===== src/core/phyvs_pkg.sv =====
// Purpose: Shared constants and types for the PHY vendor register bank
// Assumes: AHB-Lite with 32-bit data, 16-bit registers in the low half
// Notes:   A register's byte address is four times its index
package phyvs_pkg;

  ////////////////////////////////////////////////////////////////////////////
  // Register indices, byte address = index * 4
  localparam logic [7:0] PHYVS_IDX_EXPCTL = 8'h18;
  localparam logic [7:0] PHYVS_IDX_INTCS  = 8'h1b;
  localparam logic [7:0] PHYVS_IDX_DIAG   = 8'h1d;
  localparam logic [7:0] PHYVS_IDX_STAT1  = 8'h1e;
  localparam logic [7:0] PHYVS_IDX_CTL2   = 8'h1f;

  // Index field inside the byte address
  localparam int PHYVS_IDX_HI = 9;
  localparam int PHYVS_IDX_LO = 2;

  // Field positions
  localparam int PHYVS_B_PRE_RST = 6;
  localparam int PHYVS_B_DIAG_EN = 15;
  localparam int PHYVS_B_INT_LVL = 9;
  localparam int PHYVS_B_XOVER   = 15;

  // Values after reset; fixed image of the unmodelled control bits
  localparam logic [15:0] PHYVS_EXPCTL_FIX = 16'h0801;
  localparam logic [15:0] PHYVS_CTL2_RST   = 16'h8100;

  // Preamble length in receive nibbles (seven bytes)
  localparam logic [3:0] PHYVS_PRE_NIB = 4'he;

  ////////////////////////////////////////////////////////////////////////////
  // Cable test outcome codes
  typedef enum logic [1:0] {
    PHYVS_DIAG_NORMAL = 2'h0,
    PHYVS_DIAG_OPEN   = 2'h1,
    PHYVS_DIAG_SHORT  = 2'h2,
    PHYVS_DIAG_FAIL   = 2'h3
  } phyvs_diag_t;

  // Receive preamble filter states
  typedef enum logic [2:0] {
    PHYVS_RX_IDLE = 3'h1,
    PHYVS_RX_PRE  = 3'h2,
    PHYVS_RX_PASS = 3'h4
  } phyvs_rx_st_t;

  ////////////////////////////////////////////////////////////////////////////
  typedef struct packed {
    logic        hsel;
    logic [31:0] haddr;
    logic [1:0]  htrans;
    logic        hwrite;
    logic [2:0]  hsize;
    logic [31:0] hwdata;
    logic        hready;
  } phyvs_ahb_req_t;

  typedef struct packed {
    logic [31:0] hrdata;
    logic        hreadyout;
    logic        hresp;
  } phyvs_ahb_rsp_t;

  // One receive nibble, stb marks a nibble present this cycle
  typedef struct packed {
    logic       stb;
    logic       dv;
    logic       er;
    logic [3:0] nib;
  } phyvs_mii_t;

  // Live line status from the transceiver core
  typedef struct packed {
    logic       flow_cap;
    logic       link_up;
    logic       pol_rev;
    logic       xover_st;
    logic       energy;
    logic       isolated;
    logic [2:0] op_mode;
  } phyvs_link_t;

  // Cable test completion from the diagnostic engine
  typedef struct packed {
    logic        done;
    phyvs_diag_t result;
    logic        short_cable;
    logic [8:0]  fault_dist;
  } phyvs_diag_in_t;

  typedef struct packed {
    logic         wr_pend;
    logic [7:0]   wr_idx;
    logic [15:0]  rdata;
    logic [7:0]   ien;
    logic [7:0]   ists;
    logic         pre_restore;
    logic         diag_run;
    logic [2:0]   diag_rsv;
    phyvs_diag_t  diag_res;
    logic         diag_short;
    logic [8:0]   diag_dist;
    logic [15:0]  ctl2;
    logic         irq_pin;
    phyvs_rx_st_t rx_st;
    logic [3:0]   rx_cnt;
    phyvs_mii_t   rx_out;
  } phyvs_state_t;

endpackage : phyvs_pkg


===== src/core/phyvs_regs.sv =====
// Purpose: Vendor status, interrupt and cable test registers of the PHY
// Assumes: All status and event inputs come from logic on ref_clk
// Notes:   Zero wait state AHB-Lite slave, always OKAY
//
// Contract
// RL1 - 10M: restore or strip seven preamble bytes
// RL2 - Eight interrupt enables, bits 15:8, reset 0
// RL3 - Events set status bits 7:0, reset 0
// RL4 - Remote fault, link up clear on read
// RL5 - Test enable self-clears when test completes
// RL6 - Two-bit cable test result, reset 00
// RL7 - Short cable indicator bit, reset 0
// RL8 - Read-only flow control capability bit
// RL9 - Polarity reversal and crossover state bits
// RL10 - Energy detect bit reflects receive signal
// RL11 - Isolate and link status bits, reset 0
// RL12 - Three-bit resolved operating mode field
// RL13 - Crossover algorithm select, reset 1
// RL14 - Interrupt pin polarity follows level bit
// RL15 - Interrupt asserts on enabled pending status
// RL16 - Status stays latched until status read
//
// Added by the designer: the AHB-Lite slave port.
`timescale 1ns/1ps
`default_nettype none

module phyvs_regs
  import phyvs_pkg::*;
(
  input  wire logic           ref_clk,
  input  wire logic           rst_b,
  input  wire phyvs_ahb_req_t ahb_i,
  output phyvs_ahb_rsp_t      ahb_o,
  input  wire logic [7:0]     evt_i,
  input  wire phyvs_link_t    link_i,
  input  wire phyvs_diag_in_t diag_i,
  input  wire logic           speed_10m_i,
  input  wire phyvs_mii_t     rx_i,
  output phyvs_mii_t          rx_o,
  output logic                irq_o,
  output logic                diag_run_o,
  output logic                xover_alg_sel_o
);

  ////////////////////////////////////////////////////////////////////////////
  // State and decode
  phyvs_state_t q;
  phyvs_state_t d;
  logic         a_vld;
  logic [7:0]   a_idx;
  logic         rd_ints;
  logic         wr_diag;

  // Address phase taken on any selected active transfer with hready high
  assign a_vld   = ahb_i.hsel & ahb_i.hready & ahb_i.htrans[1];
  assign a_idx   = ahb_i.haddr[PHYVS_IDX_HI:PHYVS_IDX_LO];
  assign rd_ints = a_vld & ~ahb_i.hwrite & (a_idx == PHYVS_IDX_INTCS); // RL4
  assign wr_diag = q.wr_pend & (q.wr_idx == PHYVS_IDX_DIAG);

  ////////////////////////////////////////////////////////////////////////////
  // Read multiplexer over the next-state image
  function automatic logic [15:0] rd_mux(input phyvs_state_t s,
                                         input phyvs_link_t  ls,
                                         input logic [7:0]   idx);
    logic [15:0] r;
    r = 16'h0000;
    case (idx)
      PHYVS_IDX_EXPCTL: begin
        r = PHYVS_EXPCTL_FIX;
        r[PHYVS_B_PRE_RST] = s.pre_restore;
      end
      PHYVS_IDX_INTCS: begin
        r = {s.ien, s.ists};
      end
      PHYVS_IDX_DIAG: begin
        r = {s.diag_run, s.diag_res, s.diag_short, s.diag_rsv,
             s.diag_dist};                               // RL6
      end
      PHYVS_IDX_STAT1: begin
        r = {6'h00,
             ls.flow_cap,                                // RL8
             ls.link_up,                                 // RL11
             ls.pol_rev,                                 // RL9
             1'b0,
             ls.xover_st,                                // RL9
             ls.energy,                                  // RL10
             ls.isolated,                                // RL11
             ls.op_mode};                                // RL12
      end
      PHYVS_IDX_CTL2: begin
        r = s.ctl2;
      end
      default: begin
        r = 16'h0000;
      end
    endcase
    return r;
  endfunction : rd_mux

  ////////////////////////////////////////////////////////////////////////////
  // Next-state logic
  always_comb begin
    logic rx_take;
    logic irq_act;
    rx_take = 1'b0;
    irq_act = 1'b0;
    d       = q;

    // Latch the address phase for the following data phase
    d.wr_pend = a_vld & ahb_i.hwrite;
    d.wr_idx  = a_idx;

    // Test completion clears the enable and captures results
    if (q.diag_run && diag_i.done) begin
      d.diag_run   = 1'b0;                               // RL5
      d.diag_res   = diag_i.result;                      // RL6
      d.diag_short = diag_i.short_cable;                 // RL7
      d.diag_dist  = diag_i.fault_dist;
    end

    // Data phase writes; a new start beats a same-cycle completion
    if (q.wr_pend) begin
      case (q.wr_idx)
        PHYVS_IDX_EXPCTL: begin
          d.pre_restore = ahb_i.hwdata[PHYVS_B_PRE_RST];
        end
        PHYVS_IDX_INTCS: begin
          d.ien = ahb_i.hwdata[15:8];                    // RL2
        end
        PHYVS_IDX_DIAG: begin
          d.diag_run = ahb_i.hwdata[PHYVS_B_DIAG_EN];    // RL5
          d.diag_rsv = ahb_i.hwdata[11:9];
        end
        PHYVS_IDX_CTL2: begin
          d.ctl2 = ahb_i.hwdata[15:0];                   // RL13
        end
        default: begin
          d.ctl2 = q.ctl2;
        end
      endcase
    end

    // Read data comes from the image that includes this write
    if (a_vld && !ahb_i.hwrite) begin
      d.rdata = rd_mux(d, link_i, a_idx);
    end

    // Status latches until read; a new event beats the clear
    d.ists = (q.ists & ~{8{rd_ints}}) | evt_i;           // RL3

    // Interrupt pin from enabled pending status and polarity
    irq_act   = |(d.ien & d.ists);                       // RL15
    d.irq_pin = d.ctl2[PHYVS_B_INT_LVL] ? irq_act : ~irq_act; // RL14

    // Receive preamble filter; mode is taken at frame start
    unique case (q.rx_st)
      PHYVS_RX_IDLE: begin
        if (rx_i.stb && rx_i.dv) begin
          if (speed_10m_i && !q.pre_restore) begin
            d.rx_st  = PHYVS_RX_PRE;                     // RL1
            d.rx_cnt = 4'h1;
          end else begin
            d.rx_st = PHYVS_RX_PASS;
            rx_take = 1'b1;                              // RL1
          end
        end
      end
      PHYVS_RX_PRE: begin
        if (!rx_i.dv) begin
          d.rx_st = PHYVS_RX_IDLE;
        end else if (rx_i.stb) begin
          if (q.rx_cnt == PHYVS_PRE_NIB - 4'h1) begin
            d.rx_st = PHYVS_RX_PASS;                     // RL1
          end else begin
            d.rx_cnt = q.rx_cnt + 4'h1;
          end
        end
      end
      PHYVS_RX_PASS: begin
        rx_take = rx_i.dv;
        if (!rx_i.dv) begin
          d.rx_st = PHYVS_RX_IDLE;
        end
      end
    endcase
    d.rx_out.stb = rx_i.stb & rx_take;
    d.rx_out.dv  = rx_i.dv & rx_take;
    d.rx_out.er  = rx_i.er & rx_take;
    d.rx_out.nib = rx_i.nib;
  end

  ////////////////////////////////////////////////////////////////////////////
  // State register
  always_ff @(posedge ref_clk or negedge rst_b) begin
    if (!rst_b) begin
      q <= '{wr_pend:     1'b0,
             wr_idx:      8'h00,
             rdata:       16'h0000,
             ien:         8'h00,
             ists:        8'h00,
             pre_restore: 1'b0,
             diag_run:    1'b0,
             diag_rsv:    3'h0,
             diag_res:    PHYVS_DIAG_NORMAL,
             diag_short:  1'b0,
             diag_dist:   9'h000,
             ctl2:        PHYVS_CTL2_RST,
             irq_pin:     1'b1,
             rx_st:       PHYVS_RX_IDLE,
             rx_cnt:      4'h0,
             rx_out:      '{stb: 1'b0, dv: 1'b0, er: 1'b0, nib: 4'h0}};
    end else begin
      q <= d;
    end
  end

  ////////////////////////////////////////////////////////////////////////////
  // Outputs
  assign ahb_o.hrdata    = {16'h0000, q.rdata};
  assign ahb_o.hreadyout = 1'b1;
  assign ahb_o.hresp     = 1'b0;
  assign rx_o            = q.rx_out;
  assign irq_o           = q.irq_pin;
  assign diag_run_o      = q.diag_run;
  assign xover_alg_sel_o = q.ctl2[PHYVS_B_XOVER];          // RL13
endmodule : phyvs_regs

`default_nettype wire


===== config.mk =====
export PLATFORM = sky130hd
export DESIGN_NAME = phyvs_regs
export DESIGN_NICKNAME = d
export VERILOG_FILES = /design/src/core/phyvs_pkg.sv /design/src/core/phyvs_regs.sv
export SDC_FILE = /design/constraint.sdc
export NUM_CORES = 1
export LEC_CHECK = 0
export BUFFER_PORTS_ARGS = -buffer_cell sky130_fd_sc_hd__buf_4
export CELL_PAD_IN_SITES_DETAIL_PLACEMENT = 1
export CELL_PAD_IN_SITES_GLOBAL_PLACEMENT = 1
export CORE_AREA = 2 2 121 123
export CTS_CLUSTER_DIAMETER = 150
export CTS_CLUSTER_SIZE = 8
export DETAILED_ROUTE_END_ITERATION = 8
export DIE_AREA = 0 0 123 125
export GPL_TIMING_DRIVEN = 0
export PLACE_DENSITY_LB_ADDON = 0.25
export SYNTH_ARGS = -nofsm -noshare
export SYNTH_HDL_FRONTEND = slang
export SYNTH_SLANG_ARGS = --single-unit

===== constraint.sdc =====
create_clock -name ref_clk -period 2.9 [get_ports ref_clk]
set_clock_uncertainty 0.15 [all_clocks]
set_input_delay 0.29 -clock ref_clk [delete_from_list [all_inputs] [get_ports ref_clk]]
set_output_delay 0.29 -clock ref_clk [all_outputs]
set_load 0.01 [all_outputs]

After elaboration in Yosys (flattened, before gate mapping) --
Index checks and enable logic that the tools add are counted.
Operators by class: $add $sub $neg 1, equality and inequality tests 21, mux-type cells 25, bitwise logic cells 14, reductions and logical operators 10
Operator list (number):
- 16-bit case mux with 5 select lines | 1
- 8-bit by 5-bit equality test with 1-bit output, second input constant | 9
- 16-bit 2-to-1 mux | 2
- 8-bit bitwise AND | 2
- 4-bit 2-to-1 mux | 4
- 8-bit 2-to-1 mux | 2
- 7-bit 2-to-1 mux | 2
- 12-bit 2-to-1 mux | 1
- 3-bit 2-to-1 mux | 4
- 2-bit inequality test, second input constant | 6
- 3-bit case mux with 3 select lines | 1
- 1-bit bitwise AND | 8
- 8-bit inverter | 1
- 8-bit OR | 1
- 4-bit case mux with 2 select lines | 1
- 8-bit OR reduction | 1
- 3-bit inequality test, second input constant | 2
- 6-bit AND reduction | 1
- 1-bit 2-to-1 mux | 5
- 5-bit 2-to-1 mux | 1
- 4-bit by 1-bit adder with 4-bit output, second input constant | 1
- 4-bit equality test, second input constant | 1
- 1-bit logical AND | 4
- 4-bit AND reduction | 1
- 7 further kinds | 9
Storage, ports and cells: flip-flop bits (word level) 89, input bits 112, output and inout bits 44, word-level logic and storage cells 90

Longest topological paths before layout --
Gate-level depths: netlist of run 1.
depth in word-level cells 11, gate-level depth with buffers 8, gate-level depth less buffers 8

Least setup slack after synthesis of run 1 --
No wires, ideal clock.
path type reg-to-reg, start point register q[85] in the netlist's numbering, end point register q, in the netlist ahb_o[11], library setup time 131 ps, arrival 1986 ps, setup slack 633 ps, cell stages (with the launch flop) 8, buffers on the path 1, cell sequence dfrtp_1 nor4b_4 and4b_1 buf_2 mux2_2 a222oi_1 a21boi_1 o21ai_1
RTL lines:
- from (decl) | RTL line phyvs_regs.sv:47 | phyvs_state_t q;
- from (signal assigned) | RTL line phyvs_regs.sv:196 | q <= '{wr_pend: 1'b0,

Worst setup path after layout of run 1 --
start point input ahb_i[41] in the netlist's numbering, end point register q, in the netlist ahb_o[12]
Between the ends: word-level cells in the longest chain between the ends 2, elaborated cells on any way between the ends 6
RTL lines:
- from (decl) | RTL line phyvs_regs.sv:32 | input wire phyvs_ahb_req_t ahb_i,
- 8-bit by 5-bit equality test with 1-bit output | RTL line phyvs_regs.sv:67 | case (idx)
- 16-bit case mux with 5 select lines (*) | RTL line phyvs_regs.sv:67
Every way passes the cells marked *; elsewhere a longest branch is shown, timed or not. A chain may end at the register's enable or synchronous reset.

==> impl_metrics.tcl, run 1 <==
set metrics [dict create \
    status "complete, no violations" \
    place.gp.congestion 0.8066 \
    first_global_vias 3434 \
    wl_mm 11.56 \
    grt_max_degree 90 \
    power.density_nw_per_um2 544.2 \
    crit_chain "dlygate4sd3_1 > buf_4 > nand2_1 > nor4b_2 > clkbuf_1 > a22oi_1 > a21oi_1 > a21o_1" \
    slew_viol_final 0 \
    synthArstFlopShare 1.000 \
    syn_area_per_cell_um2 11.79 \
    overflow 0 \
    finalCritPeriodShare 0.9039 \
    dr.pass1.iters 4 \
    synth_warnings 0 \
    setup_slack_ns 0.2787 \
    met3_usage 0.04516 \
    htree_levels 3 \
    place_ws_ns 0.02373 \
    critPathRequiredTime_ns 3.04 \
    dieWidth_um 123 \
    ys_ff_latch 89 \
    crit_fanout 10 \
    routed_via_density 4.668 \
    clk_path_buf_depth 2 \
    start_util 0.2938 \
    yosysMostFrequentCell "dfrtp_1" \
    use_met1 0.2035 \
    layout-drive-gt1-share 0.4118 \
    crit_slowest_cell "nor4b_2" \
    min_path_type "input pin to asynchronous set/reset pin" \
    yosysTopAreaCell "dfrtp_1" \
    cpPeakStageDelay_ns 0.70 \
    synthCells 354 \
    clkSlewWorstSetupHoldPaths_ns 0.07 \
    postCtsSetupBuffers 0 \
    fin_nets 602 \
    antenna_found_initial 0 \
    die_h_um 125 \
    hold_violations 0 \
    tightestPinTransition_ns 1.160 \
    synth-edff-count 0 \
    drtIter0Drc 167 \
    top_usage_layer "met2" \
    cts-buffers-inserted 9 \
    fmax_ghz 0.3815 \
    synthTopCellsByCount "dfrtp_1, buf_4, mux2_2" \
    vias 3160 \
    ys_seq_area_frac 0.5349 \
    syn_area_um2 4173 \
    yosys-top-cells-area "dfrtp_1, mux2_2, buf_4" \
    rsz0062_at_grt "false" \
    track_usage 0.1574 \
    max_cap_violations 0 \
    rows 44 \
    end_kind "flip-flop" \
    p_total_w 0.003053 \
    clock-sinks 89 \
    grt_pass1_wl_mm 18.37 \
    yosys_most_used_dff "dfrtp_1" \
    core_um2 14200 \
    antenna_left 0 \
    crit_arrival_ns 2.77 \
    peakVddDrop_mv 0.2386 \
    synth.distinct_cells 50 \
    leakagePower_nw 2.633 \
    relSlewSlack 0.2264 \
    io_buffers 93 \
    grt_util_met2 0.2603 \
    hold_ws_ns 0.01084 \
    synth_top_area_share 0.5097 \
    syn2layout_area_growth_pct 34.45 \
    cp-start-kind "input pin" \
    insertion_delay_ns 0.35 \
    drc 0 \
    crit_type "input pin to flip-flop" \
    root_buffer "clkbuf_16" \
    dp_hpwl_mm 8.250 \
    die-area_um2 15380 \
    antenna_cells 0 \
    cts_tree "built" \
    setup_viol 0 \
    io_pins 156 \
    setup_tns_ns 0 \
    fin_crit_ns 2.621 \
    avgRoutedWirePerCell_um 17.08 \
]
==> cells in the final DEF, fill, tap and decap left out, types with 6 or more instances in the layout <==
cell type,synthesis,layout
a21o_1,13,13
a21oi_1,7,7
a221oi_1,6,6
a22o_1,7,7
a22oi_1,8,8
buf_4,41,134
clkbuf_1,10,11
clkbuf_16,0,9
conb_1,2,18
dfrtp_1,85,85
dlygate4sd3_1,0,14
mux2_2,35,35
nand2_1,27,27
nand2b_1,7,7
nor2_1,9,9
o21ai_0,14,14
o21ai_1,10,10
==> critical path: cells and delay by family <==
family	cells	cell delay [ns]
buf+inv	3	1.19
simple gates	2	0.83
compound gates	3	0.45
==> cell families (layout without fill, tap and decap cells) <==
kind of cell | count (synthesis) | count (layout) | share of synthesized area
compound gates | 82 | 82 | 0.1379
xor+xnor | 2 | 2 | 0.004199
fa+ha+maj | 2 | 2 | 0.005996
buf+inv | 59 | 182 | 0.09296
flops | 89 | 89 | 0.5349
mux | 41 | 41 | 0.1100
other cells | 2 | 18 | 0.001800
simple gates | 77 | 77 | 0.1121
==> report_power, final <==
part,switching [W],total (W),internal [W]
registers,0.0000550,0.00139,0.00134
clock network,0.000507,0.00118,0.000671
logic,0.000243,0.000485,0.000241
==> registers in the layout (all words and copies together), names as in the netlist <==
name,cells
q,63
ahb_o,16
rx_o,7
diag_run_o,1
irq_o,1
xover_alg_sel_o,1
==> metal layers <==
metal / up-vias / wire [µm]
met4: 0 / 92
met1: 1593 / 5169
li1: 1476 / -
met5: - / 0
met3: 9 / 599
met2: 82 / 5701
==> stage by stage <==
stage,utilization,cells,area [µm²]
global route,0.3950,677,5610
floorplan,-,370,4233
finish,0.3950,677,5610
detailed placement,0.3634,647,5161
CTS,0.3939,677,5595
global placement,0.3634,647,5161
==> path summary, 6_finish.rpt <==
path | startpoint | endpoint | slack (ns) | cells after the start
max in group asynchronous | rst_b | ahb_o[3]$_DFFE_PN0P_ | 1.85 | 1
worst max-delay path | ahb_i[41] | ahb_o[12]$_DFFE_PN0P_ | 0.28 | 8
worst min register to register | ahb_o[10]$_DFFE_PN0P_ | ahb_o[10]$_DFFE_PN0P_ | 0.34 | 2
worst max register to register | q[85]$_DFF_PN0_ | ahb_o[13]$_DFFE_PN0P_ | 0.35 | 7
min in group ref_clk | evt_i[4] | q[52]$_DFF_PN0_ | 0.02 | 2
worst min-delay path | rst_b | q[84]$_DFF_PN0_ | 0.01 | 1
==> layout make-up <==
class / count / area, µm²
plain buffers: 56 / 376.6
clock buffers: 10 / 229.0
clock inverters: 6 / 65.06
fillers: 1574 / 8593
inverters: 3 / 11.26
multi-input cells: 222 / 1628
flip-flops and latches: 89 / 2232
well taps: 184 / 230.2
repair buffers: 107 / 838.3
==> repair_timing <==
| item | CTS | global route |
|---|---|---|
| resized for setup | 0 | 2 |
| hold buffers | 14 | 0 |
| endpoints found under the setup margin | 0 | 6 |
| endpoints found under the hold margin | 14 | 0 |
Note: power is estimated with default switching activity, not from simulation.
==> run 2, diff against run 1 <==
- clock period: 2.9 -> 2.95 ns (I/O delays scaled with it)
==> run 2 against run 1 <==
Non-clock buffer count is 2 lower; critical path depth stayed put; utilization fell by 0.14 points; sequential power barely moved; register-to-register slack better by 0.04 ns; global-route usage hardly changed; sequential share of layout area up 0.14 points; design area shrank 0.36%; final cell count decreased by 0.30%; critical path type unchanged; largest cell class unchanged.
==> impl_metrics.tcl, run 2 (synthesis results as in run 1) <==
set metrics [dict create \
    r2r_start "q[85]$_DFF_PN0_" \
    routed_via_density 4.647 \
    clk_path_buf_depth 2 \
    drc 0 \
    swShare 0.2635 \
    insertion_delay_ns 0.35 \
    crit_slowest_cell "nor4b_2" \
    crit_chain "dlygate4sd3_1 > buf_4 > nand2_1 > nor4b_2 > clkbuf_1 > a22oi_1 > a21oi_1 > a21o_1" \
    relSlewSlack 0.2208 \
    die_h_um 125 \
    clkSlewWorstSetupHoldPaths_ns 0.07 \
    power.density_nw_per_um2 536.3 \
    rows 44 \
    antenna_left 0 \
    fin_nets 600 \
    wl_mm 11.57 \
    top_register "q" \
    crit_arrival_ns 2.81 \
    place.gp.congestion 0.8066 \
    largest_reg_flops 63 \
    hold_violations 0 \
    die-area_um2 15380 \
    p_switching_w 0.0007901 \
    layout-drive-gt1-share 0.4134 \
    io_pins 156 \
    core_um2 14200 \
    track_usage 0.1573 \
    grt_pass1_wl_mm 18.36 \
    pwr-share-clk 0.386 \
    setup_slack_ns 0.2817 \
    combinationalPowerShare 0.158 \
    htree_levels 3 \
    first_global_vias 3428 \
    r2r-end "ahb_o[13]$_DFFE_PN0P_" \
    rrSetupSlack_ns 0.39 \
    dr.pass1.iters 6 \
    cts-buffers-inserted 9 \
    cpPeakStageDelay_ns 0.74 \
    dp.cells 647 \
    crit_type "input pin to flip-flop" \
    max_cap_violations 0 \
    final_common_cell "buf_4" \
    start_util 0.2938 \
    intPower_w 0.002208 \
    drtIter0Drc 168 \
    leakagePower_nw 2.624 \
    p_seq_frac 0.456 \
    antenna_found_initial 0 \
    setup_tns_ns 0 \
    setup_viol 0 \
    dieWidth_um 123 \
    rsz0062_at_grt "false" \
    antenna_cells 0 \
    critPathRequiredTime_ns 3.09 \
    crit_start "ahb_i[41]" \
    cts_tree "built" \
    postCtsSetupBuffers 0 \
    fmax_ghz 0.3748 \
    finalCritPeriodShare 0.9045 \
    end_kind "flip-flop" \
    fin_util 0.3936 \
    avgRoutedWirePerCell_um 17.14 \
    min_path_type "input pin to asynchronous set/reset pin" \
    syn2layout_area_growth_pct 33.97 \
    fin_crit_ns 2.668 \
    fin_cells 675 \
    status "complete, no violations" \
    slew_viol_final 0 \
    dp_hpwl_mm 8.250 \
    vias 3137 \
    crit_fanout 10 \
    final_cell_mix "buf_4, dfrtp_1, mux2_2, nand2_1, conb_1" \
    grt_max_degree 90 \
    overflow 0 \
    tightestPinTransition_ns 1.169 \
    root_buffer "clkbuf_16" \
    peakVddDrop_mv 0.2349 \
    io_buffers 93 \
    clock-sinks 89 \
    place_ws_ns 0.06873 \
    cp-start-kind "input pin" \
    r2r_cells 7 \
]
[run 2: cell types whose count changed in the layout (fill, tap and decap cells not counted)]
cell / previous run / this run
dlygate4sd3_1: 14 / 12
[run 2: metal layers]
metal	up-vias	GRT usage	wire length, µm
met1	1574	0.2033	5219
met4	0	0.03610	94
met3	10	0.04562	581
li1	1475	-	-
met2	78	0.2600	5674
met5	-	0	0
[run 2: area by class of cell]
type                    instances  area (µm²)
multi-input cells             222        1628
plain buffers                  56       376.6
well taps                     184       230.2
repair buffers                105       818.3
inverters                       3       11.26
clock inverters                 6       65.06
clock buffers                  10       229.0
flip-flops and latches         89        2232
fillers                      1576        8613
[run 2: power groups by stage]
stage | clock network (W) | registers (W) | logic [W]
2_1_floorplan | 0 | 0.00137 | 0.000271
3_3_place_gp | 0 | 0.00138 | 0.000438
3_5_place_dp | 0 | 0.00139 | 0.000460
4_1_cts | 0.00119 | 0.00137 | 0.000476
5_1_grt | 0.00125 | 0.00138 | 0.000534
6_report | 0.00116 | 0.00137 | 0.000474
[run 2: repair_timing]
action,CTS,global route
hold endpoints to repair,12,0
endpoints found under the setup margin,0,3
hold buffers,12,0
gates resized for setup,0,2
[run 2: critical path: cells and delay by family]
family	cells	cell delay, ns
buf+inv	3	1.21
compound gates	3	0.44
simple gates	2	0.87
[run 2: through the flow]
step	area [µm²]	hold slack, ns	power [W]
after floorplan	4233	-0.1506	0.001644
after global placement	5161	0.2552	0.001819
after detailed placement	5161	0.2561	0.001849
after CTS	5575	0.0003016	0.003035
after global routing	5590	0.002985	0.003162
final	5590	0.007821	0.002998
[run 2: how the worst max path moves through the flow]
stage                                  endpoint  slack (ns)  depth (start not counted)
after floorplan           ahb_o[11]$_DFFE_PN0P_        0.68                          7
after global placement    ahb_o[16]$_DFFE_PN0P_         0.1                          8
after detailed placement  ahb_o[14]$_DFFE_PN0P_        0.07                          8
after CTS                 ahb_o[14]$_DFFE_PN0P_        0.07                          8
after global routing      ahb_o[12]$_DFFE_PN0P_        0.13                          8
final                     ahb_o[12]$_DFFE_PN0P_        0.28                          8
==> run 3, diff against run 2 <==
--- a/config.mk
+++ b/config.mk
@@ -7,2 +7,3 @@
 export LEC_CHECK = 0
+export ABC_AREA = 0
 export BUFFER_PORTS_ARGS = -buffer_cell sky130_fd_sc_hd__buf_4
==> constraint.sdc (replaced) <==
create_clock -name ref_clk -period 2.95 [get_ports ref_clk]
set_clock_uncertainty 0.15 [all_clocks]
set_input_delay 0.4425 -clock ref_clk [delete_from_list [all_inputs] [get_ports ref_clk]]
set_output_delay 0.4425 -clock ref_clk [all_outputs]
set_load 0.01 [all_outputs]
==> run 3 against run 2 <==
Sequential share of layout area is 0.99 points higher; non-clock buffer count is 12 lower; worst hold slack better by 0.048 ns; design area is 2.4% lower; routed wire length is 0.86% lower; total power is 0.57% lower; clock power hardly changed; via count is 1.4% lower; combinational power is 3% lower; critical path depth stayed put; sequential power hardly changed; critical path type unchanged.
==> impl_metrics.tcl, run 3 (synthesis results as in run 1) <==
set metrics [dict create \
    die_h_um 125 \
    clk_path_buf_depth 2 \
    post_cts_resized 0 \
    max_cap_violations 0 \
    cts_tree "built" \
    top_register "q" \
    postCtsSetupBuffers 0 \
    cts-buffers-inserted 9 \
    r2r_start "q[85]$_DFF_PN0_" \
    track_usage 0.1558 \
    layout-drive-gt1-share 0.4217 \
    drc 0 \
    io_buffers 93 \
    dp_hpwl_mm 8.250 \
    hold_violations 0 \
    overflow 0 \
    end_kind "flip-flop" \
    hold_buffers 0 \
    fmax_ghz 0.3720 \
    grt_pass1_wl_mm 18.13 \
    power.density_nw_per_um2 546.4 \
    syn2layout_area_growth_pct 30.73 \
    final_cell_mix "buf_4, dfrtp_1, mux2_2, nand2_1, conb_1" \
    root_buffer "clkbuf_16" \
    hold_path_depth 1 \
    min_path_type "input pin to flip-flop" \
    antenna_cells 0 \
    critPathRequiredTime_ns 3.06 \
    dieWidth_um 123 \
    crit_arrival_ns 2.80 \
    relSlewSlack 0.2165 \
    vias 3094 \
    p_total_w 0.002981 \
    endpoint "ahb_o[14]$_DFFE_PN0P_" \
    die-area_um2 15380 \
    cp-start-kind "input pin" \
    rrSetupSlack_ns 0.40 \
    setup_viol 0 \
    avgRoutedWirePerCell_um 17.30 \
    crit_fanout 10 \
    clkSlewWorstSetupHoldPaths_ns 0.06 \
    io_pins 156 \
    slew_viol_final 0 \
    largest_reg_flops 63 \
    place.gp.congestion 0.8066 \
    n_fill_cell 1582 \
    fin_nets 588 \
    r2r_cells 7 \
    wl_mm 11.47 \
    antenna_found_initial 0 \
    peakVddDrop_mv 0.2356 \
    finalCritPeriodShare 0.9112 \
    htree_levels 3 \
    dp.cells 647 \
    crit_start "ahb_i[48]" \
    status "complete, no violations" \
    r2r-end "ahb_o[13]$_DFFE_PN0P_" \
    fin_cells 663 \
    core_um2 14200 \
    clock-sinks 89 \
    rsz0062_at_grt "false" \
    routed_via_density 4.667 \
    tightestPinTransition_ns 1.175 \
    first_global_vias 3356 \
    fin_util 0.3841 \
    start_util 0.2938 \
    crit_type "input pin to flip-flop" \
    grt_max_degree 90 \
    rows 44 \
    drtIter0Drc 170 \
    antenna_left 0 \
    leakagePower_nw 2.567 \
    fin_crit_ns 2.688 \
    dr.pass1.iters 4 \
    final_common_cell "buf_4" \
    insertion_delay_ns 0.35 \
]
[run 3: cell count changes in the layout (fill, tap and decap cells not counted)]
cell | before | now
nor4b_4 | 2 | 1
nor4b_2 | 1 | 2
nor4_1 | 1 | 2
dlygate4sd3_1 | 12 | 0
nor4_2 | 1 | 0
[run 3: per-stage QoR]
stage	setup WS (ns)	cell area [µm²]	hold WS, ns	TNS [ns]
after floorplan	0.6831	4233	-0.003091	0
after global placement	-0.04844	5161	0.3131	-0.1035
after detailed placement	-0.07877	5161	0.3224	-0.2961
after CTS	0.2491	5455	0.04222	0
after global routing	0.1149	5455	0.03743	0
final	0.2618	5455	0.05607	0
[run 3: where the power goes]
group          total (W)  switching (W)  internal (W)
sequential       0.00137      0.0000536       0.00131
clock            0.00116       0.000496      0.000660
combinational   0.000459       0.000234      0.000225
[run 3: worst min path at each step]
| stage | slack [ns] | endpoint | from |
|---|---|---|---|
| detailed placement | 0.32 | ahb_o[10]$_DFFE_PN0P_ | ahb_o[10]$_DFFE_PN0P_ |
| floorplan | -0.003 | ahb_o[10]$_DFFE_PN0P_ | rst_b |
| global placement | 0.31 | ahb_o[17]$_DFFE_PN0P_ | ahb_o[17]$_DFFE_PN0P_ |
| finish | 0.06 | rx_o[3]$_DFF_PN0_ | rx_i[3] |
| global route | 0.04 | rx_o[3]$_DFF_PN0_ | rx_i[3] |
| CTS | 0.04 | rx_o[3]$_DFF_PN0_ | rx_i[3] |
[run 3: routing by layer]
layer | track usage | wire length, µm | vias to the layer above
met5 | 0 | 0 | -
met4 | 0.03610 | 90 | 0
li1 | - | - | 1449
met1 | 0.2024 | 5135 | 1557
met2 | 0.2548 | 5626 | 79
met3 | 0.04699 | 618 | 9
[run 3: worst max-delay path, cell delays in order]
cell       delay, ns
buf_4           0.11
nand4bb_1       0.18
buf_2           0.18
nor4b_2         0.94
buf_2           0.42
a22oi_1         0.13
a21boi_0        0.17
o21ai_0         0.20
[run 3: final cells by class]
| class | instances | area (µm²) | share of cell area |
|---|---|---|---|
| timing repair buffer | 93 | 698.2 | 0.1280 |
| multi-input combinational | 222 | 1613 | 0.2956 |
| inverter | 3 | 11.26 | 0.002064 |
| sequential | 89 | 2232 | 0.4092 |
| clock inverter | 6 | 65.06 | 0.01193 |
| tap | 184 | 230.2 | 0.04220 |
| clock buffer | 10 | 229.0 | 0.04197 |
| buffer | 56 | 376.6 | 0.06904 |
